## src/logic/clk_ctrl_pkg.sv

```systemverilog
// Package: register map, field layout and constants for the sample-clock control block
package clk_ctrl_pkg;

  // Register addresses on the configuration port
  localparam logic [7:0] clock_config_addr      = 8'h08;
  localparam logic [7:0] pll_control_addr       = 8'h0a;
  localparam logic [7:0] pll_loop_settings_addr = 8'h0c;
  localparam logic [7:0] pll_cross_control_addr = 8'h0d;
  localparam logic [7:0] vco_tuning_voltage_addr = 8'h0e;

  // Field positions
  localparam int loop_enable_bit   = 7;
  localparam int manual_band_bit   = 6;
  localparam int band_msb          = 5;
  localparam int cross_enable_bit  = 4;
  localparam int duty_correct_bit  = 7;
  localparam int level_correct_bit = 6;

  // Command value that launches automatic band calibration
  localparam logic [7:0] auto_cal_cmd = 8'h80;

  // Reset values
  localparam logic [7:0] clock_config_rst = 8'h00;
  localparam logic [7:0] pll_control_rst  = 8'h00;
  localparam logic [7:0] loop_settings_rst = 8'h00;
  localparam logic [7:0] cross_control_rst = 8'h00;

  // Band range and voltage-code thresholds
  localparam logic [5:0] band_count   = 6'h3f;  // 63 bands, codes 0..62
  localparam logic [5:0] band_first   = 6'h00;
  localparam logic [5:0] band_last    = 6'h3e;
  localparam logic [3:0] vtune_high_min = 4'he; // 1110..1111: move higher
  localparam logic [3:0] vtune_opt_max  = 4'h9; // 0110..1001: optimal
  localparam logic [3:0] vtune_opt_min  = 4'h6;
  localparam logic [3:0] vtune_low_max  = 4'h1; // 0000..0001: move lower

  // Settling time for each band step during calibration
  localparam int clk_hz        = 10_000_000;
  localparam int settle_us     = 10;
  localparam int settle_cycles = (settle_us * (clk_hz / 1_000_000) < 1) ? 1 : settle_us * (clk_hz / 1_000_000);

  // Indication of the voltage code
  typedef enum logic [2:0] {
    vt_move_lower = 3'b000,
    vt_lower_end  = 3'b001,
    vt_optimal    = 3'b010,
    vt_upper_end  = 3'b011,
    vt_move_higher = 3'b100
  } vtune_zone_t;

  // Configuration port access
  typedef struct packed {
    logic       wr;
    logic       rd;
    logic [7:0] addr;
    logic [7:0] wdata;
  } cfg_req_t;

  // Analog-side control bundle
  typedef struct packed {
    logic       loop_enable;
    logic       use_direct_clock;
    logic [5:0] band;
    logic [2:0] loop_bw;
    logic [4:0] cp_current;
    logic       cross_enable;
    logic       duty_correct;
    logic       level_correct;
  } analog_ctrl_t;

endpackage

```

## src/logic/clock_source_ctrl.sv

```systemverilog
// Sample-clock source selection, multiplier control and band calibration
//
// Operation
// Loop-enable 0 powers down multiplier; direct pins clock the converter
// Loop-enable 1 makes converter clock from reference through multiplier
// Oscillator = ref x both dividers; sample clock = ref x first divider
// Software keeps oscillator between 1.0 and 2.1 GHz with chosen dividers
// Oscillator range has 63 overlapping bands, chosen per device
// Writing 0x80 to loop control starts automatic band search
// Manual enable set: band comes straight from six-bit manual field
// Four-bit oscillator control voltage is readable
// Voltage codes map to move-higher, upper, optimal, lower, move-lower zones
// Software sweeps bands manually, picks mid-range voltage, writes it back
// Software sets loop bandwidth 110, charge pump 10001, cross enable 1
// Clock config register holds duty-cycle and level correction enables
// Multiplier lock is readable for manual calibration
//
// Notes
// The block runs on the control clock alone; the analog side owns the oscillator,
// the dividers, the clock receivers and the loop filter, and follows the bundle
// that this block registers. Every field of that bundle comes from a flop.
//
// Clock source
// With the loop enable bit clear the multiplier is powered down and the direct
// pins clock the converter. Setting it hands the sample clock to the multiplier.
// The frequency relations (oscillator = reference x both divider settings,
// sample clock = reference x first divider setting) live in the analog side;
// this block only selects the path and steers the oscillator band.
//
// Band search
// Writing the search command restarts the search at the lowest band. Each band
// is given settle_count cycles before the lock and the voltage code are judged.
// The search stops at the first band that is locked with the code in the optimal
// region, or holds the last band if none qualifies. Any other write to the loop
// control register aborts a running search, so software always wins.
// settle_count must cover the analog settling time plus three cycles: one for the
// band flop and two for the status synchronisers.
//
// Manual mode
// With the manual bit set the band comes from the register field and the search
// result is ignored. Software sweeps bands, reads lock and the voltage code, and
// writes back the band nearest mid-range.
//
// Status readback
// Bit 7 lock, bit 6 search idle, bit 5 search done, bit 4 code optimal,
// bits 3..0 the synchronised voltage code. The code is quasi-static, so its four
// bits cross through plain flops; a read taken while the code moves may mix two
// neighbouring codes, which software tolerates by reading again.
//
// Limitations
// Writes to the status register and to unmapped addresses are ignored;
// unmapped reads return zero. No interrupt is raised when the search ends.
`timescale 1ns/1ns
module clock_source_ctrl
  import clk_ctrl_pkg::*;
#(
  parameter int settle_count = settle_cycles
) (
  input  wire logic         clk,          // 10 MHz control clock
  input  wire logic         rst,          // Synchronous reset, active high
  input  wire cfg_req_t     cfg_req,      // Configuration port access
  output logic [7:0]        cfg_rdata,    // Read data, one cycle after rd
  output logic              cfg_rvalid,   // Read data valid pulse
  input  wire logic [3:0]   vtune_code_in,  // Oscillator control voltage code, analog side
  input  wire logic         lock_in,      // Multiplier lock from analog side
  output analog_ctrl_t      analog_ctrl,  // Control bundle to the clock circuits
  output logic              cal_busy      // Automatic calibration running
);

  typedef enum logic [1:0] {
    cal_idle   = 2'b00,
    cal_settle = 2'b01,
    cal_judge  = 2'b10
  } cal_state_t;

  // Configuration registers and search state
  logic [7:0]  clock_config_r;   // Duty-cycle and level correction enables
  logic [7:0]  pll_control_r;    // Loop enable, manual enable, manual band
  logic [7:0]  loop_settings_r;  // Loop bandwidth and charge pump current
  logic [7:0]  cross_control_r;  // Cross control enable
  logic [5:0]  auto_band_r;      // Band chosen by the search
  logic        auto_valid_r;     // Search has finished
  cal_state_t  cal_state_r;      // Search state
  logic [15:0] settle_cnt_r;     // Cycles spent on the current band
  // Synchroniser stages
  logic [3:0]  vtune_s1_r;       // Voltage code, first stage
  logic [3:0]  vtune_s2_r;       // Voltage code, second stage
  logic        lock_s1_r;        // Lock, first stage
  logic        lock_s2_r;        // Lock, second stage
  // Decoded fields and read path
  logic        start_cal;        // Write of the search command
  logic        ctrl_wr;          // Any write to the loop control register
  logic        manual_mode;      // Manual band enable bit
  logic        loop_on;          // Loop enable bit
  logic [5:0]  band_sel;         // Band to hand to the oscillator
  logic [7:0]  status_word;      // Readback of the voltage register
  logic [7:0]  rd_mux;           // Read data before its register
  vtune_zone_t zone;             // Class of the voltage code
  // Analog control flops
  logic        loop_enable_r;    // Multiplier powered and selected
  logic        direct_clock_r;   // Direct pins selected
  logic [5:0]  band_r;           // Oscillator band
  logic [2:0]  loop_bw_r;        // Loop bandwidth
  logic [4:0]  cp_current_r;     // Charge pump current
  logic        cross_enable_r;   // Cross control enable
  logic        duty_correct_r;   // Duty-cycle correction enable
  logic        level_correct_r;  // Input-level correction enable

  // Voltage code synchroniser
  always_ff @(posedge clk) begin
    if (rst) begin
      vtune_s1_r <= 4'h0;
      vtune_s2_r <= 4'h0;
    end else begin
      vtune_s1_r <= vtune_code_in;
      vtune_s2_r <= vtune_s1_r;
    end
  end

  // Lock synchroniser
  always_ff @(posedge clk) begin
    if (rst) begin
      lock_s1_r <= 1'b0;
      lock_s2_r <= 1'b0;
    end else begin
      lock_s1_r <= lock_in;
      lock_s2_r <= lock_s1_r;
    end
  end

  // Classify the control voltage code
  always_comb begin
    if (vtune_s2_r >= vtune_high_min)        zone = vt_move_higher;
    else if (vtune_s2_r > vtune_opt_max)     zone = vt_upper_end;
    else if (vtune_s2_r >= vtune_opt_min)    zone = vt_optimal;
    else if (vtune_s2_r > vtune_low_max)     zone = vt_lower_end;
    else                                     zone = vt_move_lower;
  end

  assign start_cal = cfg_req.wr && (cfg_req.addr == pll_control_addr) && (cfg_req.wdata == auto_cal_cmd);

  // Decoded control fields
  assign ctrl_wr     = cfg_req.wr && (cfg_req.addr == pll_control_addr);
  assign manual_mode = pll_control_r[manual_band_bit];
  assign loop_on     = pll_control_r[loop_enable_bit];
  assign band_sel    = manual_mode ? pll_control_r[band_msb:0] : auto_band_r;

  // Status word: lock, search idle, search done, optimal, voltage code
  assign status_word = {lock_s2_r, (cal_state_r == cal_idle), auto_valid_r, (zone == vt_optimal), vtune_s2_r};

  // Register writes
  always_ff @(posedge clk) begin
    if (rst) begin
      clock_config_r  <= clock_config_rst;
      pll_control_r   <= pll_control_rst;
      loop_settings_r <= loop_settings_rst;
      cross_control_r <= cross_control_rst;
    end else if (cfg_req.wr) begin
      unique case (cfg_req.addr)
        clock_config_addr:      clock_config_r  <= cfg_req.wdata;
        pll_control_addr:       pll_control_r   <= cfg_req.wdata;
        pll_loop_settings_addr: loop_settings_r <= cfg_req.wdata;
        pll_cross_control_addr: cross_control_r <= cfg_req.wdata;
        default: ;
      endcase
    end
  end

  // Automatic band search: step bands from the lowest until the voltage is optimal and locked
  always_ff @(posedge clk) begin
    if (rst) begin
      cal_state_r  <= cal_idle;
      auto_band_r  <= band_first;
      auto_valid_r <= 1'b0;
      settle_cnt_r <= 16'h0000;
    end else if (start_cal) begin
      cal_state_r  <= cal_settle;
      auto_band_r  <= band_first;
      auto_valid_r <= 1'b0;
      settle_cnt_r <= 16'h0000;
    end else if (ctrl_wr) begin
      cal_state_r <= cal_idle;
    end else begin
      unique case (cal_state_r)
        cal_idle: ;
        // Wait for the analog side to follow the new band
        cal_settle: begin
          if (settle_cnt_r == 16'(settle_count - 1)) begin
            settle_cnt_r <= 16'h0000;
            cal_state_r  <= cal_judge;
          end else begin
            settle_cnt_r <= settle_cnt_r + 16'h0001;
          end
        end
        // Accept, give up at the last band, or step up
        cal_judge: begin
          if (lock_s2_r && zone == vt_optimal) begin
            auto_valid_r <= 1'b1;
            cal_state_r  <= cal_idle;
          end else if (auto_band_r == band_last) begin
            auto_valid_r <= 1'b1; // Best effort: hold the last band
            cal_state_r  <= cal_idle;
          end else begin
            auto_band_r <= auto_band_r + 6'h01;
            cal_state_r <= cal_settle;
          end
        end
        default: cal_state_r <= cal_idle;
      endcase
    end
  end

  // Clock source select: multiplier or direct pins
  always_ff @(posedge clk) begin
    if (rst) begin
      loop_enable_r  <= 1'b0;
      direct_clock_r <= 1'b1;
    end else begin
      loop_enable_r  <= loop_on;
      direct_clock_r <= ~loop_on;
    end
  end

  // Oscillator band, manual field or search result
  always_ff @(posedge clk) begin
    if (rst) begin
      band_r <= 6'h00;
    end else begin
      band_r <= band_sel;
    end
  end

  // Loop filter settings
  always_ff @(posedge clk) begin
    if (rst) begin
      loop_bw_r    <= 3'h0;
      cp_current_r <= 5'h00;
    end else begin
      loop_bw_r    <= loop_settings_r[7:5];
      cp_current_r <= loop_settings_r[4:0];
    end
  end

  // Cross control
  always_ff @(posedge clk) begin
    if (rst) begin
      cross_enable_r <= 1'b0;
    end else begin
      cross_enable_r <= cross_control_r[cross_enable_bit];
    end
  end

  // Clock input correction enables
  always_ff @(posedge clk) begin
    if (rst) begin
      duty_correct_r  <= 1'b0;
      level_correct_r <= 1'b0;
    end else begin
      duty_correct_r  <= clock_config_r[duty_correct_bit];
      level_correct_r <= clock_config_r[level_correct_bit];
    end
  end

  // Search busy flag, raised in the cycle after the command
  always_ff @(posedge clk) begin
    if (rst) begin
      cal_busy <= 1'b0;
    end else begin
      cal_busy <= (cal_state_r != cal_idle) || start_cal;
    end
  end

  // Bundle to the analog side, straight from the flops
  assign analog_ctrl = {loop_enable_r, direct_clock_r, band_r, loop_bw_r, cp_current_r,
                        cross_enable_r, duty_correct_r, level_correct_r};

  // Read mux
  always_comb begin
    unique case (cfg_req.addr)
      clock_config_addr:       rd_mux = clock_config_r;
      pll_control_addr:        rd_mux = pll_control_r;
      pll_loop_settings_addr:  rd_mux = loop_settings_r;
      pll_cross_control_addr:  rd_mux = cross_control_r;
      vco_tuning_voltage_addr: rd_mux = status_word;
      default:                 rd_mux = 8'h00;
    endcase
  end

  // Read valid pulse, one cycle after the strobe
  always_ff @(posedge clk) begin
    if (rst) begin
      cfg_rvalid <= 1'b0;
    end else begin
      cfg_rvalid <= cfg_req.rd;
    end
  end

  // Read data, held until the next read
  always_ff @(posedge clk) begin
    if (rst) begin
      cfg_rdata <= 8'h00;
    end else if (cfg_req.rd) begin
      cfg_rdata <= rd_mux;
    end
  end

endmodule

```

## config.mk

```make
export PLATFORM = sky130hd
export DESIGN_NAME = clock_source_ctrl
export DESIGN_NICKNAME = d
export VERILOG_FILES = /design/src/logic/clk_ctrl_pkg.sv /design/src/logic/clock_source_ctrl.sv
export SDC_FILE = /design/constraint.sdc
export NUM_CORES = 1
export LEC_CHECK = 0
export BUFFER_PORTS_ARGS = -buffer_cell sky130_fd_sc_hd__buf_2
export CAP_MARGIN = 25
export CORE_MARGIN = 2
export CORE_UTILIZATION = 45
export DETAILED_ROUTE_END_ITERATION = 8
export GPL_ROUTABILITY_DRIVEN = 0
export REMOVE_ABC_BUFFERS = 1
export SYNTH_ARGS = -nofsm -noshare
export SYNTH_HDL_FRONTEND = slang
export SYNTH_SLANG_ARGS = --single-unit
```

## constraint.sdc

```tcl
create_clock -name clk -period 3.88 [get_ports clk]
set_input_delay 0.776 -clock clk [delete_from_list [all_inputs] [get_ports clk]]
set_output_delay 0.776 -clock clk [all_outputs]
set_load 0.02 [all_outputs]
```

## Word level (Yosys, flattened, before mapping)

Index checks and enable logic that the tools add are counted.

- Logic and storage cells: 82
- Output and inout bits: 29
- Bits of input ports: 25
- Register bits after elaboration: 96

- Multiplexer cells: 15
- Magnitude comparators: 4
- Add/subtract/negate cells: 2
- Eq/ne operators: 14
- Reductions and logical operators: 18
- Bitwise operators: 5

Operators with widths:

| operator | count |
|---|---|
| 8-bit by 4-bit == test with 1-bit output, second input constant | 5 |
| 8-bit case mux with 5 select lines | 1 |
| 16-bit by 1-bit adder with 16-bit output, second input constant | 1 |
| 16-bit by 7-bit == test with 1-bit output, second input constant | 1 |
| 16-bit two-way mux | 1 |
| 2-bit AND reduction | 7 |
| 8-bit == test, second input constant | 1 |
| 1-bit two-way mux | 7 |
| 6-bit by 1-bit adder with 6-bit output, second input constant | 1 |
| 6-bit == test, second input constant | 1 |
| 2-bit two-way mux | 3 |
| 6-bit two-way mux | 1 |
| 2-bit case mux with 3 select lines | 1 |
| 1-bit NOT | 5 |
| 4-bit by 3-bit greater-or-equal comparator with 1-bit output, second input constant | 1 |
| 4-bit greater-or-equal comparator, second input constant | 1 |
| 4-bit by 1-bit > comparator with 1-bit output, second input constant | 1 |
| 4-bit > comparator, second input constant | 1 |
| 4-bit != test, second input constant | 1 |
| 4-bit AND reduction | 1 |
| 2-bit nonzero test | 2 |
| 3-bit by 2-bit == test with 1-bit output, second input constant | 1 |
| 1-bit logical AND | 3 |
| 3-bit two-way mux | 1 |
| other kinds (9) | 9 |

## Depth between registers and ports, before layout

Gate-level depths: netlist of the first run.

- Depth in word-level cells: 11
- Depth in mapped cells: 8
- Depth with buffers taken out: 7

## Worst setup path after synthesis of the first run

Ideal clock, no wire load.

- Kind: input to register
- Start point: input port cfg_req[11] (netlist name)
- End point: register loop_settings_r[7]
- Library setup time: 128 ps
- Buffers on the path: 2
- Data arrival time: 2167 ps
- Path slack: 1585 ps
- Data required time: 3752 ps
- Stages on the path: 7
- Cell sequence: buf_4 or4b_4 nor3_2 and3_1 buf_4 mux2i_1 nor2_1

- Cells in the longest elaborated chain, start to end: 2

Ends and longest elaborated chain:

| what | RTL line | RTL |
|---|---|---|
| start, declared | clock_source_ctrl.sv:61 | `input wire cfg_req_t cfg_req,` |
| 8-bit by 4-bit == test with 1-bit output | clock_source_ctrl.sv:159 | `unique case (cfg_req.addr)` |
| 2-bit AND reduction (no line) | -- |  |
| end signal, assigned | clock_source_ctrl.sv:156 | `loop_settings_r <= loop_settings_rst;` |
| end signal, assigned | clock_source_ctrl.sv:162 | `pll_loop_settings_addr: loop_settings_r <= cfg_req.wdata;` |
| end, declared | clock_source_ctrl.sv:79 | `logic [7:0] loop_settings_r;` |

Every way passes these cells.
A chain may end at the register's enable or synchronous reset.

## Worst setup path after layout of the first run

- Start point: input port cfg_req[9] (netlist name)
- End point: register settle_cnt_r[8]

- Cells in the longest elaborated chain, start to end: 4

Ends and longest elaborated chain:

| what | RTL line | RTL |
|---|---|---|
| 8-bit by 4-bit == test with 1-bit output (*) | clock_source_ctrl.sv:140, clock_source_ctrl.sv:143 |  |
| 1-bit logical AND (*) | clock_source_ctrl.sv:140, clock_source_ctrl.sv:143 |  |
| 1-bit logical AND or 1-bit NOT (tied branches) | -- |  |
| 2-bit OR reduction (no line) or 2-bit AND reduction (tied branches) | -- |  |
| end signal, assigned | clock_source_ctrl.sv:192 | `settle_cnt_r <= settle_cnt_r + 16'h0001;` |
| end, declared | clock_source_ctrl.sv:84 | `logic [15:0] settle_cnt_r;` |

Mark *: on every way between the ends. The rest lies on a longest branch, timed or not.

==> qor.yml, run 1 <==
clocking:
  root_buffer: "clkbuf_8"
  numCtsBuffers: 9
  ctsLongestPathBuffers: 2
  insertion_delay_ns: 0.36
  clkTransAtPathRegs_ns: 0.08
  postCtsSetupBuffers: 0
  cts_tree: "yes"
  hold_buffers: 0
  h-tree-depth: 3
  cts_resized: 0
  cts.sinks: 96
setup_path:
  arrival_ns: 2.66
  crit_type: "in -> reg"
  cp_max_fo: 19
  cp-end-kind: "flop"
  cp.required_ns: 4.12
  critPathLaunchType: "input pin"
die:
  rows: 34
  initial_core_util_pct: 46.4
  dieArea_um2: 9770
  die_h_um: 98.9
  core_area_um2: 8720
  die_x_um: 98.9
  ios: 54
synth:
  yosys.area_share.adder_pct: 1.85
  yosys.area_share.xor_xnor_pct: 2.38
  ys_seq_area_share_pct: 47.5
  ys_seq_elements: 96
  synth-main-ff-cell: "dfxtp_1"
  synth_top_family_by_area: "simple AND/OR/NAND/NOR gates"
  yosysWarnings: 0
  ys_top_cells_by_area: "dfxtp_1 47%, mux2i_1 6.4%, nor2_1 4.6%, nand2_1 4.4%, a21oi_1 4.0%"
  synth_edf_count: 0
  synthMuxAreaShare_pct: 6.43
  ys_types: 50
  synth-simple-area-share_pct: 24.3
  synth_area_per_cell_um2: 9.10
  synth_top_area_share_pct: 47.5
  synth_cells: 445
  synth_top_area_cell: "dfxtp_1"
  synth-compound-area-share_pct: 12.9
  synthArstFlopShare_pct: 0
  netlist_area_um2: 4050
timing:
  slew_violations: 0
  finalSetupViolCount: 0
  tns_ns: 0
  hold_viol: 0
  maxSlewHeadroom_pct: 51.3
  fin_crit_sh_pct: 62.4
  max_slew.worst_pin.slew_ns: 0.731
  fin_worst_skew_ns: 0.0126
  min_period_ns: 2.42
  fmaxAchievable_mhz: 413
  rsz0062_at_grt: "false"
final_layout:
  multiInputGateArea_um2: 1940
  num-nets-final: 512
  n_antenna_cell: 0
  final-seq-area_um2: 1920
  area_growth_syn_to_layout_pct: 11.9
  instances_no_fill: 594
  fillCellCount: 799
  drive_gt1_share_pct: 17.1
routing:
  drc: 0
  firstDrtPassIters: 4
  vias_per_cell: 5.41
  drt-wirelength-per-cell_um: 15.1
  drt-initial-drc-count: 167
  num_vias: 3214
  drt_wl_total_mm: 8.98
  postRouteAntennaNets: 0
power_and_ir_drop:
  p_leak_uw: 0.00168
  power.density_nw_per_um2: 405
  peakVddDrop_v: 0.000206
grt:
  grt-ovfl-total: 0
  antenna_found_initial: 0
  grt_max_degree: 73
  grt_pass1_wl_mm: 14.6
  grtUsageTotal_pct: 18.9
  grt_pass1_vias: 2858
job:
  maxCapViolCount: 0
hold_path:
  hold_class: "reg -> reg"
run_status:
  status: "finished, final reports clean"
placed_design:
  io_buffer_count: 53
  placedCellCount: 578
  dpl.hpwl_mm: 6.27
==> critical path: stages <==
cell      delay, ns
buf_2          0.32
and4bb_2       0.37
and3_1         0.17
buf_4          0.22
a31o_2         0.37
a21o_1         0.33
nor2_1         0.09
==> path summary, 6_finish.rpt <==
check | start | to | slack [ns] | cells past startpoint
setup / recovery | cfg_req[9] | settle_cnt_r[8] | 1.46 | 7
setup reg to reg | vtune_s2_r[3] | auto_band_r[3] | 1.92 | 5
hold reg to reg | vtune_s1_r[1] | vtune_s2_r[1] | 0.45 | 1
hold / removal | vtune_s1_r[1] | vtune_s2_r[1] | 0.45 | 1
==> layout by cell type (no fill, tap or decap), drive strengths merged, types with 2 or more instances in the layout <==
| cell | count |
|---|---|
| a211oi | 4 |
| a21o | 2 |
| a21oi | 32 |
| a22o | 5 |
| a22oi | 5 |
| a311oi | 5 |
| a31o | 2 |
| a31oi | 2 |
| and3 | 9 |
| and4 | 2 |
| buf | 55 |
| bufinv | 2 |
| clkbuf | 10 |
| clkinvlp | 2 |
| dfxtp | 96 |
| ha | 6 |
| inv | 10 |
| mux2i | 26 |
| nand2 | 48 |
| nand2b | 2 |
| nand3 | 16 |
| nand4 | 5 |
| nor2 | 51 |
| nor2b | 24 |
| nor3 | 8 |
| nor3b | 2 |
| nor4 | 6 |
| nor4b | 3 |
| o21a | 3 |
| o21ai | 13 |
| o2bb2ai | 2 |
| or3 | 5 |
| xnor2 | 4 |
| xor2 | 7 |
==> cell usage after synthesis (2+ instances only) <==
library cell	instances
inv_1	9
o2bb2ai_1	2
xnor2_1	4
a22oi_1	5
ha_1	6
a311oi_1	5
dfxtp_1	96
nor4_4	2
o21a_1	3
and4_1	2
nand3_1	15
a21o_1	2
a22o_1	5
buf_2	6
nor3b_1	2
clkbuf_1	15
nor4b_1	2
xor2_1	7
a21oi_1	32
o21ai_0	13
nand2_1	48
nand4_1	5
mux2i_1	26
a211oi_1	4
nor2b_1	24
or3_1	5
nand2b_1	2
nor2_1	50
and3_1	9
a31o_2	2
nor3_1	7
buf_4	9
nor4_1	4
==> registers in the layout, indices dropped and copies added, names as in the netlist, 2 cells and up <==
register and cells:
cal_state_r 2, auto_band_r 6, loop_settings_r 8, cp_current_r 5
cross_control_r 8, band_r 6, settle_cnt_r 16, vtune_s1_r 4
clock_config_r 8, cfg_rdata 8, vtune_s2_r 4, pll_control_r 8
loop_bw_r 3
==> cell type report <==
cell class                 instances  share of cell area, %
clock buffer                      10                   2.82
clock inverter                     6                   2.04
inverter                           9                  0.746
multi-input combinational        310                   42.8
sequential                        96                   42.4
tap                              108                   2.98
timing repair buffer              55                   6.19
==> routing by layer <==
layer  up-vias  GRT usage, %  wire length [µm]  part of all wire, %
met5         -             0                 0                    0
met3        15          3.48               402                  4.5
met2        90          28.8              3900                   43
met4         0          6.95               181                  2.0
met1      1497          26.7              4490                   50
li1       1612             -                 -                    -
==> per-stage QoR <==
step                      total power (µW)  util (%)  hold slack, ns  setup WS, ns  area [µm²]
final                                 1830      52.0           0.447          1.46        4530
after floorplan                       1080         -           0.403          1.36        3890
after global routing                  1910      52.0           0.465          1.35        4530
after global placement                1140      49.4           0.418          1.13        4310
after CTS                             1850      52.0           0.450          1.45        4530
after detailed placement              1140      49.4           0.429          1.07        4310
==> cell families after synthesis <==
logic type,count (synthesis)
and+or+nand+nor,188
adders and majority gates,6
buffers and inverters,39
DFF,96
muxes,26
xor gates and xnor gates,11
AOI/OAI and AO/OA,79
==> power by group <==
part           total (µW)  internal, µW  switching, µW
clock network         717           367            350
logic                 113          36.3           76.4
registers            1000           998           6.56
total                1830          1400            433
No activity file was read; power rests on OpenSTA's default activity.
==> run 2: changes to the inputs <==
- PLACE_DENSITY: default -> 0.67
- clock period: 3.88 -> 2.08 ns (I/O delays scaled with it)
==> run 2 against run 1 <==
Effect of this change:
- clock skew down 0.0059 ns
- global-route usage increased by 0.27 points
- sequential power is 87% higher
- setup slack got worse by 1.2 ns
- design area rose by 3.1%
- first-iteration DRC count down 10%
- die area stayed put
- utilization grew 1.6 points
- worst hold slack worse by 0.20 ns
- flip-flop and latch count did not move
==> qor.yml, run 2 (synthesis results as in run 1) <==
die:
  ios: 54  # unchanged
  dieArea_um2: 9770  # unchanged
  initial_core_util_pct: 46.4  # unchanged
  core_area_um2: 8720  # unchanged
  die_x_um: 98.9  # unchanged
  rows: 34  # unchanged
  die_h_um: 98.9  # unchanged
grt:
  grt-ovfl-total: 0  # unchanged
  grt_pass1_wl_mm: 14.9  # was 14.6 mm
  antenna_found_initial: 0  # unchanged
  grt_max_degree: 73  # unchanged
  grt_pass1_vias: 3047  # was 2,858
  grtUsageTotal_pct: 19.1  # was 18.9%
timing:
  slew_violations: 0  # unchanged
  min_period_ns: 1.80
  finalSetupViolCount: 0  # unchanged
  maxSlewHeadroom_pct: 69.5  # was 51.3%
  hold_viol: 0  # unchanged
  max_slew.worst_pin.slew_ns: 0.457  # was 0.731 ns
  fin_crit_sh_pct: 86.5
  fin_worst_skew_ns: 0.00672  # was 0.0126 ns
  fmaxAchievable_mhz: 556
  rsz0062_at_grt: "false"  # unchanged
  layout_setup_ws_ns: 0.282  # was 1.46 ns
setup_path:
  cp.required_ns: 2.33  # was 4.12 ns
  path_cells: "ha_1 -> nor3b_1 -> and4_1 -> a21o_1 -> nor2_1"  # was buf_2 -> and4bb_2 -> and3_1 -> buf_4 -> a31o_2 -> a21o_1 -> nor2_1
  max_stage_delay_ns: 0.40  # was 0.37 ns
  cp-end-kind: "flop"  # unchanged
  arrival_ns: 2.04  # was 2.66 ns
  cp_max_fo: 11  # was 19
  critPathLaunchType: "flop"  # was input pin
  worst_path_max_delay_cell: "and4_1"  # was and4bb_2
  crit_type: "reg -> reg"  # was in -> reg
power_and_ir_drop:
  p_leak_uw: 0.00177  # was 0.00168 µW
  clockPowerShare_pct: 39.5  # was 39.1%
  p_comb_share_pct: 6.6  # was 6.1%
  peakVddDrop_v: 0.000330  # was 0.000206 V
  power.density_nw_per_um2: 744  # was 405 nW/µm²
  swShare_pct: 23.6  # about the same
  p_seq_share_pct: 53.9  # was 54.8%
  totalPowerFinal_uw: 3480  # was 1830 µW
  switching_power_uw: 819  # was 433 µW
  p_int_uw: 2660  # was 1400 µW
routing:
  drt-wirelength-per-cell_um: 15.0  # was 15.1 µm
  postRouteAntennaNets: 0  # unchanged
  drt-initial-drc-count: 150  # was 167
  firstDrtPassIters: 4  # unchanged
  drt_wl_total_mm: 9.10  # was 8.98 mm
  drc: 0  # unchanged
  vias_per_cell: 5.38  # was 5.41
  num_vias: 3268  # was 3,214
final_layout:
  final-seq-area_um2: 1920  # unchanged
  n_antenna_cell: 0  # unchanged
  final_cell_mix: "96 x dfxtp_1, 53 x buf_2, 50 x nor2_1, 48 x nand2_1, 32 x a21oi_1"  # unchanged
  fillCellCount: 765  # was 799
  area_growth_syn_to_layout_pct: 15.3  # was 11.9%
  drive_gt1_share_pct: 19.6  # was 17.1%
  largest_reg_flops: 16  # unchanged
  multiInputGateArea_um2: 1940  # unchanged
  top_register: "settle_cnt_r"  # unchanged
  fin_area_um2: 4670  # was 4530 µm²
  num-nets-final: 526  # was 512
  final_common_cell: "dfxtp_1"  # unchanged
clocking:
  numCtsBuffers: 9  # unchanged
  cts_tree: "yes"  # unchanged
  ctsLongestPathBuffers: 2  # unchanged
  root_buffer: "clkbuf_8"  # unchanged
  clkTransAtPathRegs_ns: 0.09  # was 0.08 ns
  hold_buffers: 0  # unchanged
  cts_resized: 0  # unchanged
  postCtsSetupBuffers: 0  # unchanged
  cts.sinks: 96  # unchanged
  h-tree-depth: 3  # unchanged
  insertion_delay_ns: 0.37  # was 0.36 ns
run_status:
  status: "finished, final reports clean"  # unchanged
placed_design:
  dpl_cell_area_um2: 4440  # was 4310 µm²
  post-place-ws_ns: -0.0256  # was 1.07 ns
  io_buffer_count: 53  # unchanged
  dpl.hpwl_mm: 6.45  # was 6.27 mm
hold_path:
  hold_class: "in -> reg"  # was reg -> reg
job:
  maxCapViolCount: 0  # unchanged
## run 2: changes by cell type in the layout (fill, tap and decap cells not counted)
cell | previous run | this run
clkbuf_8 | 9 | 10
clkinvlp_4 | 2 | 3
clkbuf_1 | 1 | 0
buf_4 | 2 | 14
clkinv_4 | 1 | 0
buf_12 | 0 | 2
## run 2: stage by stage
step / utilization (%) / hold slack (ns) / setup TNS [ns] / instances
after floorplan: - / 0.403 / -0.886 / 415
after global placement: 50.9 / 0.425 / 0 / 592
after detailed placement: 50.9 / 0.426 / -0.0330 / 592
after CTS: 53.5 / 0.235 / 0 / 608
after global routing: 53.5 / 0.254 / 0 / 608
final: 53.5 / 0.249 / 0 / 608
## run 2: cell type report
type	instances	share of cell area, %
clock inverter	6	1.96
sequential	96	41.2
inverter	9	0.723
tap	108	2.89
clock buffer	10	2.95
timing repair buffer	69	8.79
multi-input combinational	310	41.5
## run 2: final timing paths
check / from / to / slack (ns) / cells past startpoint
max reg2reg: settle_cnt_r[0] / settle_cnt_r[6] / 0.28 / 5
max: settle_cnt_r[0] / settle_cnt_r[6] / 0.28 / 5
min: vtune_code_in[2] / vtune_s1_r[2] / 0.25 / 2
min reg2reg: lock_s1_r / lock_s2_r / 0.44 / 1
## run 2: worst max-delay path: cells and delay by family (launching register included)
kind	cells	cell delay, ns
simple gates	3	0.67
compound gates	1	0.38
fa+ha+maj	1	0.23
flops	1	0.39
## run 2: routing by layer
metal  global-route usage (%)  vias up  part of all wire [%]
met5                        0        -                     0
met4                     9.59        0                   2.5
met3                     3.69       21                   5.6
met2                     29.4       98                    45
met1                     25.8     1513                    47
li1                         -     1636                     -
## run 2: power groups by stage
stage / Sequential (µW) / Combinational (µW) / Clock (µW)
after floorplan: 1930 / 85.5 / 0
after global placement: 1920 / 224 / 0
after detailed placement: 1920 / 228 / 0
after CTS: 1870 / 229 / 1410
after global routing: 1880 / 249 / 1480
final: 1870 / 230 / 1370
